`config.mk`:
```
export PLATFORM = sky130hd
export DESIGN_NAME = clock_channel_delay_mux
export DESIGN_NICKNAME = d
export VERILOG_FILES = /design/src/pkg/chan_delay_pkg.sv /design/src/logic/delay_code_hold.sv /design/src/logic/slip_repeater.sv /design/src/logic/clock_channel_delay_mux.sv
export VERILOG_INCLUDE_DIRS = /design/src /design/src/pkg
export SDC_FILE = /design/constraint.sdc
export NUM_CORES = 2
export LEC_CHECK = 0
export BUFFER_PORTS_ARGS = -buffer_cell sky130_fd_sc_hd__buf_2
export CORE_ASPECT_RATIO = 0.9
export CORE_MARGIN = 2
export CORE_UTILIZATION = 47
export CTS_CLUSTER_DIAMETER = 30
export CTS_CLUSTER_SIZE = 20
export DETAILED_ROUTE_END_ITERATION = 12
export SYNTH_ARGS = -nofsm -noshare
export SYNTH_HDL_FRONTEND = slang
export SYNTH_SLANG_ARGS = --single-unit
```
`constraint.sdc`:
```
create_clock -name CORE_CLK -period 11.6 [get_ports CORE_CLK]
set_input_delay 0 -clock CORE_CLK [delete_from_list [all_inputs] [get_ports CORE_CLK]]
set_output_delay 0 -clock CORE_CLK [all_outputs]
set_load 0.01 [all_outputs]
```
`src/pkg/chan_delay_map.svh`:
```
/*
 register offsets, field positions and reset values for the
 per-channel delay and output mux block.
 assumes: included by bare name from package and logic files.
*/
`ifndef CHAN_DELAY_MAP_SVH
`define CHAN_DELAY_MAP_SVH

`define CH0_FINE_DELAY_OFS       12'h0CB
`define CH0_COARSE_DELAY_OFS     12'h0CC
`define CH0_SLIP_LOW_OFS         12'h0CD
`define CH0_SLIP_HIGH_OFS        12'h0CE
`define CH0_SOURCE_SELECT_OFS    12'h0CF
`define CH0_IDLE_LEVEL_OFS       12'h0D0
`define CH0_CONTROL_OFS          12'h0C8
`define CH0_DIV_LOW_OFS          12'h0C9
`define CH0_DIV_HIGH_OFS         12'h0CA
`define CH_STRIDE                12'h00A
`define SLIP_REQUEST_ADDR        12'h3F0
`define FINE_DELAY_MAX           5'h17
`define COARSE_DELAY_MAX         5'h11
`define CTRL_SLIP_EN_BIT         5
`define CTRL_REPEAT_EN_BIT       1
`define CTRL_MODE_HI_BIT         3
`define CTRL_MODE_LO_BIT         2
`define IDLE_HI_BIT              7
`define IDLE_LO_BIT              6
`define SEL_DIVIDER              2'h0
`define SEL_ANALOG               2'h1
`define SEL_PAIR                 2'h2
`define SEL_VCO                  2'h3
`define MODE_PULSE_GEN           2'h3
`define IDLE_NORMAL              2'h0
`define IDLE_LOGIC_LOW           2'h2
`define REPEAT_RESET_DEVICE_CLOCK_OUTPUT        1'h1
`define REPEAT_RESET_PULSE       1'h0
`define DIV_ONE                  12'h001

`endif

```
`src/pkg/chan_delay_pkg.sv`:
```
/*
 types for the channel delay block.
 assumes: map header available on the include path.
*/
package chan_delay_pkg;
`include "chan_delay_map.svh"

    typedef struct packed {
        logic [4:0]  fine;
        logic [4:0]  coarse;
        logic [11:0] repeat_count;
        logic [1:0]  source;
        logic [1:0]  idle;
        logic [7:0]  control;
        logic [11:0] divider;
    } chan_cfg_t;

    typedef struct packed {
        logic        shift;
        logic [4:0]  fine;
        logic [4:0]  coarse;
        logic        out;
    } chan_out_t;

    typedef enum logic [1:0] {
        SLIP_IDLE,
        SLIP_RUN
    } slip_state_t;

endpackage

```
`src/logic/delay_code_hold.sv`:
```
/*
 holds the last delay code that was in range; codes above the
 limit leave the applied code unchanged.
 assumes: single clock, synchronous active-high reset.
*/
module delay_code_hold
    import chan_delay_pkg::*;
#(
    parameter logic [4:0] LIMIT = 5'h17
) (
    input  wire logic       clk,
    input  wire logic       srst,
    input  wire logic [4:0] code,
    output logic [4:0]      applied
);
    logic [4:0] applied_ff;
    wire        in_range = (code <= LIMIT);
    wire  [4:0] nxt_applied = in_range ? code : applied_ff;

    always_ff @(posedge clk) begin
        if (srst) begin
            applied_ff <= 5'h00;
        end else begin
            applied_ff <= nxt_applied;
        end
    end
    assign applied = applied_ff;

    a_hold_range: assert property (@(posedge clk) disable iff (srst)
        !in_range |=> applied_ff == $past(applied_ff))
        else $error("out of range code changed delay");
    a_take_code: assert property (@(posedge clk) disable iff (srst)
        in_range |=> applied_ff == $past(code))
        else $error("in range code not applied");
endmodule

```
`src/logic/slip_repeater.sv`:
```
/*
 turns one slip event into a train of one-cycle shift pulses.
 assumes: events are one-cycle pulses in the core clock domain.
*/
module slip_repeater
    import chan_delay_pkg::*;
#(
    parameter int CW = 12
) (
    input  wire logic          clk,
    input  wire logic          srst,
    input  wire logic          event_in,
    input  wire logic          slip_en,
    input  wire logic          repeat_en,
    input  wire logic [CW-1:0] count,
    output logic               shift
);
    slip_state_t    state_ff;
    slip_state_t    nxt_state;
    logic [CW-1:0]  left_ff;
    logic [CW-1:0]  nxt_left;
    logic           shift_ff;
    logic           nxt_shift;

    wire start = event_in && slip_en && state_ff == SLIP_IDLE;
    wire multi = repeat_en && count > CW'(1);

    always_comb begin
        nxt_state = state_ff;
        nxt_left  = left_ff;
        nxt_shift = 1'b0;
        case (state_ff)
            SLIP_IDLE: begin
                if (start && !repeat_en) begin
                    nxt_shift = 1'b1;
                end else if (start && count != '0) begin
                    nxt_shift = 1'b1;
                    if (multi) begin
                        nxt_left  = count - CW'(1);
                        nxt_state = SLIP_RUN;
                    end
                end
            end
            SLIP_RUN: begin
                nxt_shift = 1'b1;
                nxt_left  = left_ff - CW'(1);
                if (left_ff == CW'(1)) begin
                    nxt_state = SLIP_IDLE;
                end
            end
            default: nxt_state = SLIP_IDLE;
        endcase
    end

    always_ff @(posedge clk) begin
        if (srst) begin
            state_ff <= SLIP_IDLE;
            left_ff  <= '0;
            shift_ff <= 1'b0;
        end else begin
            state_ff <= nxt_state;
            left_ff  <= nxt_left;
            shift_ff <= nxt_shift;
        end
    end
    assign shift = shift_ff;

    a_single_slip: assert property (@(posedge clk) disable iff (srst)
        start && !repeat_en |=> shift_ff ##1 !shift_ff)
        else $error("single slip not one pulse");
    a_repeat_two: assert property (@(posedge clk) disable iff (srst)
        start && repeat_en && count == CW'(2)
        |=> shift_ff [*2] ##1 !shift_ff)
        else $error("repeat of two wrong");
    a_no_slip: assert property (@(posedge clk) disable iff (srst)
        event_in && !slip_en && state_ff == SLIP_IDLE |=> !shift_ff)
        else $error("slip while disabled");
endmodule

```
`src/logic/clock_channel_delay_mux.sv`:
```
/*
 per-channel delay, repeat-slip and output source selection for
 fourteen clock channels, with an apb register slave.
 assumes: channel clocks arrive as synchronous samples; slip
 sources are one-cycle pulses; apb master follows the protocol.
*/
// Local design decision: the APB register port.
// Behaviour
// - five-bit fine delay code, 24 steps of 25 ps each
// - fine codes above 23 leave analog delay unchanged
// - five-bit coarse delay code, 18 half-VCO-cycle steps
// - coarse codes above 17 leave coarse delay unchanged
// - 12-bit repeat count: low byte, then low nibble of next register
// - with repeat allowed each slip event repeats count times
// - source select: divider, analog delay, pair channel, raw VCO
// - divider setpoint of one also yields the undivided VCO clock
// - idle level select acts only in pulse generator mode
// - repeat allow defaults 0 on pulse channels, 1 on clock channels
// - slip allowed, repeat off: one VCO cycle per slip request
`include "chan_delay_map.svh"
module clock_channel_delay_mux
    import chan_delay_pkg::*;
#(
    parameter int                NCH         = 14,
    parameter logic [NCH-1:0]    PULSE_CHANS = 14'h2AAA
) (
    input  wire logic            CORE_CLK,
    input  wire logic            SRST,
    input  wire logic            PSEL,
    input  wire logic            PENABLE,
    input  wire logic            PWRITE,
    input  wire logic [11:0]     PADDR,
    input  wire logic [31:0]     PWDATA,
    output logic      [31:0]     PRDATA,
    output logic                 PREADY,
    output logic                 PSLVERR,
    input  wire logic            GENERAL_INPUT_PIN_SLIP,
    input  wire logic            SYNC_SLIP,
    input  wire logic            PULSE_GEN_SLIP,
    input  wire logic [NCH-1:0]  DIVIDER_CLK,
    input  wire logic [NCH-1:0]  ANALOG_DELAY_CLK,
    input  wire logic            VCO_CLK,
    output logic [NCH-1:0]       CHANNEL_OUT,
    output logic [NCH-1:0]       IDLE_AT_VCM,
    output logic [NCH-1:0]       SLIP_SHIFT,
    output logic [NCH*5-1:0]     FINE_DELAY,
    output logic [NCH*5-1:0]     COARSE_DELAY
);
    if (NCH < 2 || NCH > 14 || NCH % 2 != 0) begin : g_bad_nch
        $error("channel count must be even, 2 to 14");
    end

    ////////////////////////////////////////////////////////////////////
    // apb decode
    wire        apb_access = PSEL && PENABLE;
    wire        apb_wr     = apb_access && PWRITE;
    wire [11:0] word_idx   = {2'h0, PADDR[11:2]};
    wire        aligned    = PADDR[1:0] == 2'h0;
    wire        slip_hit   = aligned && word_idx == `SLIP_REQUEST_ADDR;
    wire        spi_slip   = apb_wr && slip_hit && PWDATA[0];

    logic [NCH-1:0] ch_hit;
    logic [8:0]     ch_field [NCH];
    logic [31:0]    rd_mux;
    logic [31:0]    prdata_ff;

    chan_cfg_t      cfg_ff [NCH];
    logic [NCH-1:0] shift_w;
    logic [NCH-1:0] chan_src;
    wire            slip_event = GENERAL_INPUT_PIN_SLIP || SYNC_SLIP ||
                                 PULSE_GEN_SLIP || spi_slip;

    ////////////////////////////////////////////////////////////////////
    // per-channel registers and datapath
    genvar g;
    generate
        for (g = 0; g < NCH; g++) begin : gch
            localparam logic [11:0] BASE =
                12'(`CH0_CONTROL_OFS + g * `CH_STRIDE);
            wire [11:0] rel  = word_idx - BASE;
            wire        hit  = aligned && word_idx >= BASE &&
                               rel < 12'h009;
            wire        wr   = apb_wr && hit;
            wire [7:0]  wd   = PWDATA[7:0];
            wire [3:0]  r    = rel[3:0];
            wire        pulse_mode = cfg_ff[g].control[
                `CTRL_MODE_HI_BIT:`CTRL_MODE_LO_BIT] == `MODE_PULSE_GEN;
            wire [1:0]  idle = cfg_ff[g].idle;
            wire        idle_low = pulse_mode &&
                                   idle == `IDLE_LOGIC_LOW;
            wire        idle_vcm = pulse_mode &&
                                   idle != `IDLE_NORMAL &&
                                   idle != `IDLE_LOGIC_LOW;
            wire        pair_clk = chan_src[g ^ 1];
            wire        div_one  = cfg_ff[g].divider == `DIV_ONE;
            wire        div_src  = div_one ? VCO_CLK
                                           : DIVIDER_CLK[g];
            logic       src_clk;
            logic       out_ff;
            logic [4:0] fine_app;
            logic [4:0] coarse_app;

            assign ch_hit[g] = hit;

            always_comb begin
                case (cfg_ff[g].source)
                    `SEL_DIVIDER: src_clk = div_src;
                    `SEL_ANALOG:  src_clk = ANALOG_DELAY_CLK[g];
                    `SEL_PAIR:    src_clk = pair_clk;
                    `SEL_VCO:     src_clk = VCO_CLK;
                    default:      src_clk = div_src;
                endcase
            end
            assign chan_src[g] = div_src;

            always_ff @(posedge CORE_CLK) begin
                if (SRST) begin
                    cfg_ff[g] <= '0;
                    cfg_ff[g].control[`CTRL_REPEAT_EN_BIT] <=
                        PULSE_CHANS[g] ? `REPEAT_RESET_PULSE
                                       : `REPEAT_RESET_DEVICE_CLOCK_OUTPUT;
                end else if (wr) begin
                    case (r)
                        4'h0: cfg_ff[g].control <= wd;
                        4'h1: cfg_ff[g].divider[7:0] <= wd;
                        4'h2: cfg_ff[g].divider[11:8] <= wd[3:0];
                        4'h3: cfg_ff[g].fine <= wd[4:0];
                        4'h4: cfg_ff[g].coarse <= wd[4:0];
                        4'h5: cfg_ff[g].repeat_count[7:0] <= wd;
                        4'h6: cfg_ff[g].repeat_count[11:8] <=
                            wd[3:0];
                        4'h7: cfg_ff[g].source <= wd[1:0];
                        4'h8: cfg_ff[g].idle <=
                            wd[`IDLE_HI_BIT:`IDLE_LO_BIT];
                        default: cfg_ff[g].source <= cfg_ff[g].source;
                    endcase
                end
            end

            always_comb begin
                case (r)
                    4'h0: ch_field[g] = {1'b0, cfg_ff[g].control};
                    4'h1: ch_field[g] = {1'b0, cfg_ff[g].divider[7:0]};
                    4'h2: ch_field[g] = {5'h00, cfg_ff[g].divider[11:8]};
                    4'h3: ch_field[g] = {4'h0, cfg_ff[g].fine};
                    4'h4: ch_field[g] = {4'h0, cfg_ff[g].coarse};
                    4'h5: ch_field[g] = {1'b0,
                                         cfg_ff[g].repeat_count[7:0]};
                    4'h6: ch_field[g] = {5'h00,
                                         cfg_ff[g].repeat_count[11:8]};
                    4'h7: ch_field[g] = {7'h00, cfg_ff[g].source};
                    4'h8: ch_field[g] = {1'b0, cfg_ff[g].idle, 6'h00};
                    default: ch_field[g] = 9'h000;
                endcase
            end

            delay_code_hold #(.LIMIT(`FINE_DELAY_MAX)) u_fine (
                .clk     (CORE_CLK),
                .srst    (SRST),
                .code    (cfg_ff[g].fine),
                .applied (fine_app)
            );

            delay_code_hold #(.LIMIT(`COARSE_DELAY_MAX)) u_coarse (
                .clk     (CORE_CLK),
                .srst    (SRST),
                .code    (cfg_ff[g].coarse),
                .applied (coarse_app)
            );

            slip_repeater #(.CW(12)) u_slip (
                .clk       (CORE_CLK),
                .srst      (SRST),
                .event_in  (slip_event),
                .slip_en   (cfg_ff[g].control[`CTRL_SLIP_EN_BIT]),
                .repeat_en (cfg_ff[g].control[`CTRL_REPEAT_EN_BIT]),
                .count     (cfg_ff[g].repeat_count),
                .shift     (shift_w[g])
            );

            always_ff @(posedge CORE_CLK) begin
                if (SRST) begin
                    out_ff <= 1'b0;
                end else begin
                    out_ff <= (idle_low || idle_vcm) ? 1'b0 : src_clk;
                end
            end

            assign CHANNEL_OUT[g]        = out_ff;
            assign IDLE_AT_VCM[g]        = idle_vcm;
            assign FINE_DELAY[g*5+:5]    = fine_app;
            assign COARSE_DELAY[g*5+:5]  = coarse_app;

            a_idle_gate: assert property (@(posedge CORE_CLK)
                disable iff (SRST)
                idle_low |=> !out_ff)
                else $error("idle low not forced");
            a_vcm_gate: assert property (@(posedge CORE_CLK)
                disable iff (SRST)
                idle_vcm |=> !out_ff)
                else $error("idle common mode not forced");
            a_vco_route: assert property (@(posedge CORE_CLK)
                disable iff (SRST)
                cfg_ff[g].source == `SEL_VCO && !idle_low && !idle_vcm
                |=> out_ff == $past(VCO_CLK))
                else $error("vco source not routed");
            a_div_one: assert property (@(posedge CORE_CLK)
                disable iff (SRST)
                cfg_ff[g].source == `SEL_DIVIDER && div_one &&
                !idle_low && !idle_vcm
                |=> out_ff == $past(VCO_CLK))
                else $error("divide by one not fundamental");
            a_div_route: assert property (@(posedge CORE_CLK)
                disable iff (SRST)
                cfg_ff[g].source == `SEL_DIVIDER && !div_one &&
                !idle_low && !idle_vcm
                |=> out_ff == $past(DIVIDER_CLK[g]))
                else $error("divider source not routed");
            a_analog_route: assert property (@(posedge CORE_CLK)
                disable iff (SRST)
                cfg_ff[g].source == `SEL_ANALOG && !idle_low && !idle_vcm
                |=> out_ff == $past(ANALOG_DELAY_CLK[g]))
                else $error("analog delay source not routed");
            a_pair_route: assert property (@(posedge CORE_CLK)
                disable iff (SRST)
                cfg_ff[g].source == `SEL_PAIR && !idle_low && !idle_vcm
                |=> out_ff == $past(chan_src[g ^ 1]))
                else $error("pair source not routed");
            a_repeat_default: assert property (@(posedge CORE_CLK)
                disable iff (SRST)
                $fell(SRST) |-> cfg_ff[g].control[`CTRL_REPEAT_EN_BIT] ==
                    (PULSE_CHANS[g] ? `REPEAT_RESET_PULSE
                                    : `REPEAT_RESET_DEVICE_CLOCK_OUTPUT))
                else $error("repeat allow reset value wrong");
        end
    endgenerate

    ////////////////////////////////////////////////////////////////////
    // slip shift outputs and read path
    assign SLIP_SHIFT = shift_w;

    always_comb begin
        rd_mux = 32'h0000_0000;
        for (int i = 0; i < NCH; i++) begin
            if (ch_hit[i]) begin
                rd_mux = {23'h000000, ch_field[i]};
            end
        end
    end

    wire any_hit = (|ch_hit) || slip_hit;

    always_ff @(posedge CORE_CLK) begin
        if (SRST) begin
            prdata_ff <= 32'h0000_0000;
        end else if (PSEL && !PENABLE) begin
            prdata_ff <= 32'h0000_0000;
        end else if (apb_access && !PWRITE) begin
            prdata_ff <= rd_mux;
        end
    end

    assign PREADY  = 1'b1;
    assign PRDATA  = apb_access && !PWRITE ? rd_mux : prdata_ff;
    assign PSLVERR = apb_access && !any_hit;

    a_stride_decode: assert property (@(posedge CORE_CLK)
        disable iff (SRST)
        apb_wr && aligned &&
        word_idx == 12'(`CH0_SOURCE_SELECT_OFS + `CH_STRIDE)
        |=> cfg_ff[1].source == $past(PWDATA[1:0]))
        else $error("channel 1 source decode wrong");
    a_read_hold: assert property (@(posedge CORE_CLK)
        disable iff (SRST)
        $past(apb_access && !PWRITE) && !PSEL |-> PRDATA == $past(PRDATA))
        else $error("read data not held after access");
    a_unmapped_err: assert property (@(posedge CORE_CLK)
        disable iff (SRST)
        apb_access && !any_hit |-> PSLVERR && PRDATA == 32'h0)
        else $error("unmapped access not refused");
endmodule

```
==> summary.md <==
| Metric | Value |
|---|---|
| Port Buffers | `271` |
| Simple-gate area share of the yosys netlist | `23.42%` |
| Final core occ | `56.55%` |
| Starting density of the core | `47.24%` |
| Post-synthesis cell type count | `92` |
| WL/cell | `26.93 um` |
| Critical path, cell by cell | `buf_4 -> inv_1 -> buf_4 -> ha_2 -> buf_4 -> nand3b_1 -> nor2_1 -> a22oi_1 -> a31oi_1 -> o41ai_1 -> o21ba_2 -> o31ai_1 -> buf_2` |
| Critical Path Stages | `13` |
| Hold Path Stages | `4` |
| Fin Hold WS | `0.05352 ns` |
| Setup TNS Final | `0 ns` |
| Final Hold Vio Count | `0` |
| Clock-pin slew on the worst setup and hold paths | `0.05 ns` |
| Slowest-stage cell, CP | `nor2_1` |
| Nets@finish | `5903` |
| Worst Tran Pin Value | `1.404 ns` |
| Predominant post-synthesis flop cell | `edfxtp_1` |
| FF-to-FF setup slack | `8.33 ns` |
| HP Start | `DIVIDER_CLK[7]` |
| Leakage | `25.74 nW` |
| GP Congestion | `0.9950` |
| R2R cell count | `7` |
| Worst IR Drop VDD | `0.1432 mV` |
| Most area-consuming cells after synthesis | `edfxtp_1 (36%), dfxtp_1 (14%), nor2_1 (4.5%)` |
| CP required | `11.60 ns` |
| Compound-cell area share of the yosys netlist | `13.58%` |
| Int Power | `9.011 mW` |
| Clock buffer depth | `3` |
| Mux cell area share after synthesis | `3.766%` |
| Maxcap violations | `0` |
| Core area | `114600 um^2` |
| Pins Over Slew Limit | `0` |
| All-layer global routing usage | `33.17%` |
| Maximum fanout along the worst path | `50` |
| Clk pwr share | `54.2%` |
| Final ANT Viol Nets | `0` |
| Achievable Freq | `161.5 MHz` |
| Cell taking the most area after synthesis | `edfxtp_1` |
| Synthesis warning total | `0` |
| Power per cell area | `189.0 nW/um^2` |
| Placed Instances | `7000` |
| P_sw | `3.235 mW` |
| R2R Path Start | `cfg_ff[1][40]` |
| Crit end category | `primary output` |
| Layout area overhead | `19.71%` |
| Comb pwr share | `10.2%` |
| Filler cell count | `10164` |
| Pin count of the biggest net entering global routing | `179` |
| Worst Hold Endpoint | `gch[7].out_ff` |
| Die area | `117900 um^2` |
| Avg Vias per Cell | `6.253` |
| Crit share post-route | `53.38%` |
| Arrival @ worst endpoint | `6.19 ns` |
| Worst Path Buf+Inv | `5` |
| Critical path class | `in2out` |
| DRC | `0` |
| Reg2reg end | `prdata_ff[4]` |
| Final worst path period need | `6.192 ns` |
| Layout cells sized above 1 | `14.64%` |
| Post-route insts no fill | `7462` |
| Seq pwr share | `35.6%` |
| Unrepaired setup endpoints after global routing | `false` |
| Number of global-route vias before repair | `43874` |
| CTS H-tree depth | `4` |
| Final HPWL DP | `138800 um` |
| CP Launch Type | `input pin` |
| Syn Area/Cell | `9.775 um^2` |
| Yosys top cell area share | `35.73%` |
| CP top delay family | `buffers and inverters` |
| Ys async rst share | `0%` |
| Cell area after layout | `64790 um^2` |
| Relative slew margins | `5.067%` |
| Final setup viols | `0` |
| Switching share of power | `26.41%` |
| Largest family of logic cells by synthesized area | `simple AND/OR/NAND/NOR gates` |
| Worst Skew | `0.03715 ns` |
| Initial antenna violation count | `21` |
| Std-Cell Rows | `118` |
| Cells after Synth | `5537` |
| # resized after CTS | `0` |
| TritonCTS Buffers | `221` |
| Outcome | `completed` |
| Chip Height | `325.9 um` |
| Most frequent CP cell | `buf_4` |
| Initial DRC count | `6479` |
| IO Pins | `297` |
| TritonCTS clock tree | `yes` |
| Clk root buf | `clkbuf_16` |
| Placed cell area | `56440 um^2` |
| Area share of fa/ha/maj cells after synthesis | `1.503%` |
| Largest stage delay, worst path | `0.87 ns` |
| First-pass GRT wire length | `291900 um` |
| Mapped cell area | `54120 um^2` |
| Die span in x | `361.7 um` |
| Post-synthesis sequential area ratio | `49.86%` |
| XOR/XNOR share of the synthesized area | `3.803%` |
| Worst-Skew Late Latency | `0.84 ns` |
| Initial DRT Pass Iterations | `6` |
| EDFF count, synth | `644` |
| Worst Hold Class | `in2reg` |
| Total congestion overflow | `0` |
| WL final | `200900 um` |
| Via count | `46662` |
| Syn Nets | `5683` |
| Sink Count | `1026` |
| Yosys reg bits | `1026` |
-- cells in the mapped netlist, drive strengths merged, types with 65 or more instances --
cell	instances
a211oi	69
a21o	85
a21oi	323
a22oi	131
and2	303
and3	286
buf	131
clkbuf	284
dfxtp	382
edfxtp	644
ha	65
inv	102
mux2i	126
nand2	357
nand2b	81
nand3	141
nor2	656
nor2b	72
nor3	207
nor4	90
o21ai	77
xnor2	136
xor2	99
-- logic make-up (layout without fill, tap and decap cells) --
group	Yosys count	count (layout)
other cells	1	6
compound gates	1070	1070
simple gates	2444	2444
fa+ha+maj	65	65
mux	178	178
xor+xnor	235	235
buf+inv	518	938
flops	1026	1026
-- area by class of cell --
class | count | area (um^2) | area share (%)
Sequential cell | 1026 | 26990 | 41.65
Multi-Input combinational cell | 3993 | 25000 | 38.59
Clock buffer | 257 | 5924 | 9.144
Timing Repair Buffer | 412 | 2534 | 3.911
Clock inverter | 166 | 2069 | 3.194
Tap cell | 1500 | 1877 | 2.897
Inverter | 103 | 386.6 | 0.5967
Antenna cell | 5 | 12.51 | 0.01931
-- repair_timing --
item	CTS	global route
hold endpoints to repair	257	0
buffers inserted	0	0
hold buffers	34	0
endpoints found under the setup margin	0	0
-- worst min-delay path, stage by stage --
cell	delay, ns
buf_2	0.14
mux2i_1	0.29
mux4_2	0.30
nor3_1	0.08
-- cell usage in the layout, fill, tap and decap left out, drive strengths merged, types with 22 or more instances in the layout --
master and n:
a211oi 69, a21o 85, a21oi 323, a221oi 42, a22o 33, a22oi 131
a31oi 41, and2 303, and3 286, buf 378, bufinv 35, clkbuf 257
clkinv 90, clkinvlp 25, dfxtp 382, dlygate4sd3 34, edfxtp 644, ha 65
inv 119, mux2 35, mux2i 126, nand2 357, nand2b 81, nand3 141
nand3b 30, nand4 37, nor2 656, nor2b 72, nor3 207, nor3b 57
nor4 90, o211a 22, o21ai 77, o21bai 23, o22ai 22, o31ai 26
or3 36, or4 25, xnor2 136, xor2 99
-- per-layer routing --
metal  GRT usage [%]  vias to the layer above  routed length (um)
li1                -                    20783                   -
met1           46.80                    22648               83620
met2           47.19                     2745               83680
met3           9.486                      470               24700
met4           14.80                       16                8807
met5               0                        -                 133
-- metrics by stage --
| stage | power (mW) | worst slack [ns] |
|---|---|---|
| 2_1_floorplan | 5.168 | 7.785 |
| 3_3_place_gp | 5.604 | 5.714 |
| 6_report | 12.25 | 5.408 |
| 4_1_cts | 12.25 | 5.691 |
| 5_1_grt | 12.59 | 5.409 |
| 3_5_place_dp | 5.620 | 5.675 |
-- state kept, by name (all words and copies together), names as in the netlist --
signal                flops
gch.u_slip.state_ff      14
gch.out_ff               14
prdata_ff                32
gch.u_slip.left_ff      168
cfg_ff                  644
gch.u_fine.applied       70
gch.u_slip.shift         14
gch.u_coarse.applied     70
-- how the worst max path moves through the flow --
stage	startpoint	to	slack, ns
floorplan	PADDR[3]	cfg_ff[0][146]	7.78
global placement	PADDR[3]	prdata_ff[2]	5.71
detailed placement	PADDR[3]	prdata_ff[2]	5.67
CTS	PADDR[3]	PRDATA[2]	5.69
global route	PADDR[3]	PRDATA[2]	5.41
finish	PADDR[3]	PRDATA[2]	5.41
-- power groups by stage --
stage	sequential (mW)	combinational, mW	clock, mW
floorplan	4.32	0.850	0
global placement	4.41	1.20	0
detailed placement	4.41	1.21	0
CTS	4.35	1.23	6.68
global route	4.38	1.35	6.86
finish	4.36	1.25	6.64
No activity file was read; power rests on OpenSTA's default activity.
